### src/core/awc_pkg.sv
// Purpose: Shared constants and types for the area wait-state control block
// Assumes: APB slave, 32-bit data, one register per aligned word
// Notes:   Register offsets are byte addresses

package awc_pkg;

    // Register map
    localparam logic [7:0] AWC_OFS_WAIT_A_LOW  = 8'h00;
    localparam logic [7:0] AWC_OFS_WAIT_B_HIGH = 8'h04;
    localparam logic [7:0] AWC_OFS_ACCESS_CTRL = 8'h08;
    localparam logic [7:0] AWC_OFS_CYCLE_CTRL  = 8'h0c;
    localparam logic [7:0] AWC_OFS_STATUS      = 8'h10;

    // Field positions
    localparam int AWC_AREA5_LSB = 4;
    localparam int AWC_AREA4_LSB = 0;
    localparam int AWC_AREA3_LSB = 12;
    localparam int AWC_AREA5_THREE_STATE_SEL_BIT  = 5;
    localparam int AWC_AREA4_THREE_STATE_SEL_BIT  = 4;
    localparam int AWC_AREA3_THREE_STATE_SEL_BIT  = 3;

    // Reset values
    localparam logic [2:0] AWC_WAIT_RST = 3'h7;
    localparam logic [7:0] AWC_AST_RST  = 8'hff;

    // Base cycle lengths in system-clock states
    localparam logic [3:0] AWC_TWO_STATE   = 4'h2;
    localparam logic [3:0] AWC_THREE_STATE = 4'h3;

    typedef enum logic [1:0] {
        AWC_AREA3,
        AWC_AREA4,
        AWC_AREA5,
        AWC_AREA_OTHER
    } awc_area_t;

    typedef struct packed {
        logic       valid;
        awc_area_t  area;
    } awc_req_t;

    typedef struct packed {
        logic       three_state;
        logic [2:0] waits;
    } awc_cfg_t;

endpackage : awc_pkg

### src/core/awc_top.sv
// Purpose: Wait-state control registers for external areas 5, 4 and 3
// Assumes: APB master on pclk; access requests from logic on pclk
// Notes:   One-wait APB slave; unmapped addresses read zero, pslverr set
//
// The implementer's own choices: the register addresses and the APB slave port.

`timescale 1ns/100ps
`default_nettype none

// Operation
// - Area 5 field codes zero to seven waits
// - Area 5 waits only when its bit set
// - Area 4 field codes zero to seven waits
// - Area 4 waits only when its bit set
// - Area 3 field codes zero to seven waits
// - Area 3 waits only when its bit set
// - Reserved bits read zero, ignore writes
// - Bit clear means two-state, no waits
module awc_top
    import awc_pkg::*;
(
    input  wire logic        pclk,
    input  wire logic        presetn,
    input  wire logic        clk_en,
    input  wire logic        psel,
    input  wire logic        penable,
    input  wire logic        pwrite,
    input  wire logic [7:0]  paddr,
    input  wire logic [31:0] pwdata,
    output var  logic [31:0] prdata_ff,
    output var  logic        pready_ff,
    output var  logic        pslverr_ff,
    input  wire awc_req_t    acc_req,
    output var  logic        acc_busy_ff,
    output var  logic        acc_done_ff,
    output var  logic [3:0]  acc_states_ff
);

    logic [2:0] area5_wait_ff;
    logic [2:0] area4_wait_ff;
    logic [2:0] area3_wait_ff;
    logic [7:0] access_state_ctrl_reg_ff;
    logic [2:0] nxt_area5_wait;
    logic [2:0] nxt_area4_wait;
    logic [2:0] nxt_area3_wait;
    logic [7:0] nxt_access_state_ctrl_reg;
    logic [31:0] nxt_prdata;
    logic        nxt_pready;
    logic        nxt_pslverr;
    logic        wr_en;
    logic        rd_en;
    awc_cfg_t    cfg;
    awc_cfg_t    cfg_ff;
    logic        start_ff;
    logic        busy;
    logic        done;
    logic [3:0]  len;
    logic [31:0] last_cyc_ff;
    logic [31:0] nxt_last_cyc;
    logic        nxt_start;
    logic        nxt_acc_busy;

    function automatic logic mapped(input logic [7:0] a);
        mapped = (a == AWC_OFS_WAIT_A_LOW) || (a == AWC_OFS_WAIT_B_HIGH) ||
                 (a == AWC_OFS_ACCESS_CTRL) || (a == AWC_OFS_CYCLE_CTRL) || (a == AWC_OFS_STATUS);
    endfunction : mapped

    assign wr_en = psel && penable && pwrite && !pready_ff;
    assign rd_en = psel && penable && !pwrite && !pready_ff;

    // Register writes; reserved bits have no storage
    always_comb begin
        nxt_area5_wait            = area5_wait_ff;
        nxt_area4_wait            = area4_wait_ff;
        nxt_area3_wait            = area3_wait_ff;
        nxt_access_state_ctrl_reg = access_state_ctrl_reg_ff;
        if (wr_en) begin
            unique case (paddr)
                AWC_OFS_WAIT_A_LOW: begin
                    nxt_area5_wait = pwdata[AWC_AREA5_LSB +: 3];
                    nxt_area4_wait = pwdata[AWC_AREA4_LSB +: 3];
                end
                AWC_OFS_WAIT_B_HIGH: begin
                    nxt_area3_wait = pwdata[AWC_AREA3_LSB +: 3];
                end
                AWC_OFS_ACCESS_CTRL: begin
                    nxt_access_state_ctrl_reg = pwdata[7:0];
                end
                default: begin
                end
            endcase
        end
    end

    // Read mux; one-cycle wait so pready comes from a flop
    always_comb begin
        nxt_prdata  = 32'h0;
        nxt_pready  = 1'b0;
        nxt_pslverr = 1'b0;
        if (psel && penable && !pready_ff) begin
            nxt_pready  = 1'b1;
            nxt_pslverr = !mapped(paddr);
            if (rd_en) begin
                unique case (paddr)
                    AWC_OFS_WAIT_A_LOW:  nxt_prdata = {24'h0, 1'b0, area5_wait_ff, 1'b0, area4_wait_ff};
                    AWC_OFS_WAIT_B_HIGH: nxt_prdata = {16'h0, 1'b0, area3_wait_ff, 12'h0};
                    AWC_OFS_ACCESS_CTRL: nxt_prdata = {24'h0, access_state_ctrl_reg_ff};
                    AWC_OFS_STATUS:      nxt_prdata = last_cyc_ff;
                    default:             nxt_prdata = 32'h0;
                endcase
            end
        end
    end

    always_ff @(posedge pclk or negedge presetn) begin
        if (!presetn) begin
            area5_wait_ff            <= AWC_WAIT_RST;
            area4_wait_ff            <= AWC_WAIT_RST;
            area3_wait_ff            <= AWC_WAIT_RST;
            access_state_ctrl_reg_ff <= AWC_AST_RST;
            prdata_ff                <= 32'h0;
            pready_ff                <= 1'b0;
            pslverr_ff               <= 1'b0;
        end else if (clk_en) begin
            area5_wait_ff            <= nxt_area5_wait;
            area4_wait_ff            <= nxt_area4_wait;
            area3_wait_ff            <= nxt_area3_wait;
            access_state_ctrl_reg_ff <= nxt_access_state_ctrl_reg;
            prdata_ff                <= nxt_prdata;
            pready_ff                <= nxt_pready;
            pslverr_ff               <= nxt_pslverr;
        end
    end

    // Per-area selection; other areas run without waits here
    always_comb begin
        cfg = '0;
        unique case (acc_req.area)
            AWC_AREA5: cfg = '{access_state_ctrl_reg_ff[AWC_AREA5_THREE_STATE_SEL_BIT], area5_wait_ff};
            AWC_AREA4: cfg = '{access_state_ctrl_reg_ff[AWC_AREA4_THREE_STATE_SEL_BIT], area4_wait_ff};
            AWC_AREA3: cfg = '{access_state_ctrl_reg_ff[AWC_AREA3_THREE_STATE_SEL_BIT], area3_wait_ff};
            AWC_AREA_OTHER: cfg = '{1'b0, 3'h0};
        endcase
        if (!cfg.three_state) begin
            cfg.waits = 3'h0;
        end
    end

    // Launch gate; done and its echo hold off a relaunch while the
    // requester is still dropping valid, at the cost of two idle states
    always_comb begin
        nxt_last_cyc = last_cyc_ff;
        nxt_start    = acc_req.valid && !busy && !start_ff && !done && !acc_done_ff;
        nxt_acc_busy = busy || start_ff;
        if (done) begin
            nxt_last_cyc = {28'h0, len};
        end
    end

    always_ff @(posedge pclk or negedge presetn) begin
        if (!presetn) begin
            cfg_ff        <= '0;
            start_ff      <= 1'b0;
            last_cyc_ff   <= 32'h0;
            acc_busy_ff   <= 1'b0;
            acc_done_ff   <= 1'b0;
            acc_states_ff <= 4'h0;
        end else if (clk_en) begin
            cfg_ff        <= cfg;
            start_ff      <= nxt_start;
            last_cyc_ff   <= nxt_last_cyc;
            acc_busy_ff   <= nxt_acc_busy;
            acc_done_ff   <= done;
            acc_states_ff <= len;
        end
    end

    awc_cycle u_cycle (
        .pclk      (pclk),
        .presetn   (presetn),
        .clk_en    (clk_en),
        .start     (start_ff),
        .cfg       (cfg_ff),
        .busy_ff   (busy),
        .done_ff   (done),
        .length_ff (len)
    );
endmodule : awc_top

`default_nettype wire

### src/core/awc_cycle.sv
// Purpose: Times one external bus cycle from its state count and waits
// Assumes: Request comes from logic on pclk
// Notes:   Busy while counting; done pulses in the cycle after the last state

`timescale 1ns/100ps
`default_nettype none

module awc_cycle
    import awc_pkg::*;
(
    input  wire logic       pclk,
    input  wire logic       presetn,
    input  wire logic       clk_en,
    input  wire logic       start,
    input  wire awc_cfg_t   cfg,
    output var  logic       busy_ff,
    output var  logic       done_ff,
    output var  logic [3:0] length_ff
);

    logic [3:0] cnt_ff;
    logic [3:0] nxt_cnt;
    logic       nxt_busy;
    logic       nxt_done;
    logic [3:0] nxt_length;
    logic [3:0] total;

    always_comb begin
        // 2-state without waits, 3-state plus one state per wait
        total = cfg.three_state ? AWC_THREE_STATE + {1'b0, cfg.waits} : AWC_TWO_STATE;
        nxt_cnt    = cnt_ff;
        nxt_busy   = busy_ff;
        nxt_done   = 1'b0;
        nxt_length = length_ff;
        if (busy_ff) begin
            nxt_cnt = cnt_ff - 4'h1;
            if (cnt_ff == 4'h1) begin
                nxt_busy = 1'b0;
                nxt_done = 1'b1;
            end
        end else if (start) begin
            nxt_cnt    = total;
            nxt_length = total;
            nxt_busy   = 1'b1;
        end
    end

    always_ff @(posedge pclk or negedge presetn) begin
        if (!presetn) begin
            cnt_ff    <= 4'h0;
            busy_ff   <= 1'b0;
            done_ff   <= 1'b0;
            length_ff <= 4'h0;
        end else if (clk_en) begin
            cnt_ff    <= nxt_cnt;
            busy_ff   <= nxt_busy;
            done_ff   <= nxt_done;
            length_ff <= nxt_length;
        end
    end

endmodule : awc_cycle

`default_nettype wire

### config.mk
export PLATFORM = sky130hd
export DESIGN_NAME = awc_top
export DESIGN_NICKNAME = d
export VERILOG_FILES = /design/src/core/awc_pkg.sv /design/src/core/awc_top.sv /design/src/core/awc_cycle.sv
export SDC_FILE = /design/constraint.sdc
export NUM_CORES = 1
export LEC_CHECK = 0
export BUFFER_PORTS_ARGS = -buffer_cell sky130_fd_sc_hd__buf_2
export CAP_MARGIN = 20
export CORE_UTILIZATION = 51
export DETAILED_ROUTE_END_ITERATION = 8
export GPL_TIMING_DRIVEN = 0
export PLACE_DENSITY = 0.77
export SYNTH_ARGS = -nofsm -noshare
export SYNTH_HDL_FRONTEND = slang
export SYNTH_HIERARCHICAL = 1
export SYNTH_SLANG_ARGS = --single-unit
### constraint.sdc
create_clock -name pclk -period 2.1 [get_ports pclk]
set_input_delay 0.42 -clock pclk [delete_from_list [all_inputs] [get_ports pclk]]
set_output_delay 0.42 -clock pclk [all_outputs]
set_load 0.005 [all_outputs]
# == Word level (Yosys, flattened, before mapping) ==
# Cells that the tools add are included.
# totals
latch_bits,0
wordCells,75
mem_count,0
romBits,0
mem_bits_rw,0
regBits,76
# op_classes
shifts,0
multipliers,0
n_div,0
eq_ne,8
n_reduce_logical,31
mux,15
order_cmp,0
n_addsub,2
bitwise_logic,1
# op_table
op,count
15-bit one-hot mux with 4 select lines,1
15-bit 2-to-1 mux,2
8-bit by 4-bit == test with 1-bit output (second input constant),2
4-bit one-hot mux with 4 select lines,1
4-bit 2-to-1 mux,3
3-bit AND reduction,4
1-bit logical AND,10
8-bit by 3-bit == test with 1-bit output (second input constant),1
8-bit by 5-bit == test with 1-bit output (second input constant),1
8-bit zero test,1
1-bit zero test,7
1-bit 2-to-1 mux,7
1-bit logical OR,5
2-bit by 3-bit adder with 4-bit output (first input constant),1
2-bit == test (second input constant),2
4-bit by 1-bit == test with 1-bit output (second input constant),1
2-bit AND reduction,2
4-bit by 1-bit subtractor with 4-bit output (second input constant),1
3-bit 2-to-1 mux,1
2-bit by 1-bit == test with 1-bit output (second input constant),1
2-bit zero test,1
2-bit nonzero test,1
1-bit NOT,1

# == Depth between registers and ports, before layout ==
# depth
word_depth,7
ltp_mapped,5

# == Modules after synthesis ==
# The synthesis kept the hierarchy.
# by_module_without_submodules
module,area_each_um2,cells_each,instances
awc_top,2247.2,188,1
awc_cycle,559.3,57,1

# == Least setup slack after synthesis ==
# OpenSTA, ideal clock, no wires.
# synth_timing
path_type,in2reg
startpoint,in paddr[0]
endpoint,reg access_state_ctrl_reg_ff[0]
slack_ns,0.128
arrival_ns,1.890
path_stages,4
path_cell_list,or4_1 > buf_2 > nor4_4 > mux2_2
# synth_via
elab_chain_cells,2
# synth_rtl
element,line,source
start: declaration,awc_top.sv:28,"input wire logic [7:0] paddr,"
8-bit by 4-bit == test with 1-bit output,awc_top.sv:78,unique case (paddr)
3-bit AND reduction (no line),n/a,
end signal: assignment,awc_top.sv:128,access_state_ctrl_reg_ff <= nxt_access_state_ctrl_reg;
end: declaration,awc_top.sv:42,logic [7:0] access_state_ctrl_reg_ff;
# Every way passes these cells.
# A chain may end at the register's enable or synchronous reset.

# == Worst setup path in the final report ==
# layout_timing
startpoint,in paddr[3]
endpoint,reg area4_wait_ff[2]
# layout_via
elab_chain_cells,2
# layout_rtl
element,line,source
8-bit zero test,awc_top.sv:78,
3-bit AND reduction (no line),n/a,
end signal: assignment,awc_top.sv:126,area4_wait_ff <= nxt_area4_wait;
end: declaration,awc_top.sv:40,logic [2:0] area4_wait_ff;
# Every way passes these cells.

==> run summary <==
In this run, post-CTS repair resized a total of 0 instances. The later pin in the worst-skew pair is clocked with a latency of 310 ps. The worst-case setup slack after placement came out at -243 ps. The required time at the worst-slack endpoint is 2340 ps. Yosys mapped a number of flops with a built-in enable equal to 0. The largest net degree at the start of global routing came out at 31. The wire length per cell after detailed routing came out at 14.4 um.

Subtracting the final worst setup slack from the clock period gives 1960 ps. The cell type with the largest total area after synthesis is dfrtp_1. The total length of routed wires is 5.61 mm.

The run finished with clean final reports. The power density over cell area came out at 701 mW/mm^2. The path type of the worst min-delay path is in2async. The residual DRC count came out at 0. The startpoint class of the critical path is an input port. For the worst flop-to-flop path, the logic depth is 4.

Setup repair after global routing left no endpoint under its margin. The kind of critical path is in2reg. The floorplan die width is 76.2 um. The slack of the critical path is 141 ps.

The number of antenna diodes came out at 0. By area the synthesized netlist is led by dfrtp_1, dfstp_2, mux2_2. The peak fanout along the critical path came out at 6. The layout net count came out at 371. The post-route clock skew is 11.9 ps. The share of the synthesized area in the top cell type came out at 0.339. The initial antenna violation count came to 0. TritonCTS built the clock tree. The number of buffers added by the clock tree synthesis step is 5. Power comes to 2.33 mW. The first-pass GRT wire length is 9.06 mm.

In the synthesized netlist the dominant register cell turns out to be dfrtp_1. The worst ir drop on vdd is 0.426 mV. The critical path data arrival time is 2200 ps. Row generation in the floorplan step produced 26 rows.

The cts-stage hold buffer count came out at 0. Sorting the synthesized cells by how often they occur yields dfrtp_1, mux2_2, inv_1, buf_4, dfstp_2. The vertical extent of the die is 76.2 um. The overall die area came out at 0.00580 mm^2.

The buffer levels on the longest clock path is 2. Summing all placed instances gives a cell area of 0.00321 mm^2. The TritonCTS sink count came out at 55. The unique cell type count in the Yosys netlist came out at 43.

The clock transition at the register clock pins on the worst setup and hold paths after CTS came out at 100 ps. The sequential share of the synthesized area is 0.498. Yosys instantiated no cell more often than dfrtp_1. The number of failing hold endpoints at the final stage is 0. The global route total overflow came out at 0. The number of ports placed on the die boundary is 89. The flip-flop and latch count after synthesis came out at 55. The summed negative setup slack over all endpoints is 0 ps. The number of DRC markers after the initial detailed-route iteration is 127.

In the synthesized netlist the async set-or-reset flop fraction comes to 1.00. The launch instance of the worst register-to-register path is pready_ff. The H-tree was split into 2 levels. The synthesis-to-layout area growth came out at 18.3%. The terminus of the critical flop-to-flop path is prdata_ff[5]. The endpoint kind of the worst setup timing path is a register. The count of buffers inserted at the top-level ports is 44. Setup violations remaining at the end of the flow were counted as 0. The synthesized netlist occupies a cell area of 0.00281 mm^2. After detailed routing, the number of vias per cell comes to 5.19. The total iterations of the first detailed-routing run is 4. The mean post-synth cell area is 11.5 um^2. The detail route stage leaves a number of antenna-violating nets equal to 0. In this run the standard cell core region covers 0.00520 mm^2. The count of warnings emitted by yosys came out at 6.

In the final layout, the share of cells above drive strength 1 is 0.419. Derived from the worst setup path, the maximum achievable clock frequency is 511 MHz. The number of instances in the synthesized netlist came out at 245. The part of the cycle the worst path needs is 0.933. The global routing usage summed across all routing layers is 0.199.

The final design utilization came out at 0.638. The number of max-cap violations came out at 0. The summed area of non-filler cells in the final layout is 0.00332 mm^2.

The number of global-route vias before repair came out at 1,921. The number of filler instances in the final layout came out at 454. The flop-to-flop setup slack is 460 ps. The via count of the routed design came out at 2,024.

The leakage power total is 1.60 nW. Detailed placement finished with a half-perimeter wire length of 4.15 mm. The max-slew violation total from the final report came out at 0. The clock root buffer is clkbuf_8. In this run the tightest slew margin relative to its limit is 0.585.

The transition time at the pin with the least slew margin came out at 623 ps. The global placement routability congestion is 0.789. The effective utilization at floorplan came out at 0.539.
cell families (layout without fill, tap and decap cells):
family	after synthesis	count (layout)	synth area share
buffers and inverters	54	109	0.103
XOR/XNOR	1	1	0.00312
AO/OA/AOI/OAI	48	48	0.117
flip-flops	55	55	0.498
other	1	21	0.00134
adder cells (fa/ha/maj)	3	3	0.0134
AND/OR/NAND/NOR	46	46	0.120
multiplexers	37	37	0.144
worst max path at each step:
stage	to	slack, ps	start
after floorplan	access_state_ctrl_reg_ff[0]	130	paddr[0]
after global placement	access_state_ctrl_reg_ff[5]	-240	clk_en
after detailed placement	access_state_ctrl_reg_ff[7]	-240	clk_en
after global routing	area4_wait_ff[2]	110	paddr[3]
final	area4_wait_ff[2]	140	paddr[3]
after CTS	area4_wait_ff[2]	20	pready_ff
per-layer routing:
layer,up-vias,track usage,wire (um)
met3,6,0.0515,286
li1,977,-,-
met4,0,0.0654,58
met5,-,0,0
met1,974,0.262,2610
met2,67,0.321,2660
flip-flops by register name, indices dropped and copies added (netlist names), 3 cells and up:
register and flops:
access_state_ctrl_reg_ff 8, u_cycle/cnt_ff 4, area3_wait_ff 3, area4_wait_ff 3
area5_wait_ff 3, last_cyc_ff 4, u_cycle/length_ff 4, prdata_ff 11
acc_states_ff 4, cfg_ff 4
stage by stage:
step | hold WS (ps) | cells
floorplan | 124 | 265
global placement | 474 | 379
detailed placement | 461 | 380
CTS | 116 | 388
global route | 145 | 390
finish | 109 | 390
layout by cell type, fill, tap and decap left out, types with 7 or more instances in the layout:
cell type / instances
mux2_2: 28
conb_1: 21
o22ai_1: 12
a2bb2oi_1: 7
buf_2: 47
dfrtp_1: 38
buf_4: 24
mux2i_1: 9
dfstp_2: 17
o21ai_0: 9
inv_1: 23
critical path, stage by stage:
cell,delay [ps]
buf_2,120
or4b_2,700
nor4_4,550
mux2_2,400
repair_timing:
action / in CTS / in global routing
pin swaps: 1 / 2
buffers inserted: 0 / 2
setup endpoints to repair: 8 / 15
area by class of cell:
class                   count  area (um^2)  share of cell area
flip-flops and latches     55         1400               0.421
multi-input cells         156         1190               0.360
repair buffers             47          255              0.0769
plain buffers              31          203              0.0611
well taps                  70         87.6              0.0264
clock buffers               7         86.3              0.0260
inverters                  23         86.3              0.0260
clock inverters             1         8.76             0.00264
where the power goes:
| part | internal (mW) | total [mW] | switching (mW) |
|---|---|---|---|
| combinational | 0.231 | 0.460 | 0.229 |
| sequential | 1.16 | 1.25 | 0.0903 |
| clock | 0.273 | 0.621 | 0.347 |
| total | 1.66 | 2.33 | 0.666 |
(Power assumes the default switching activity.)
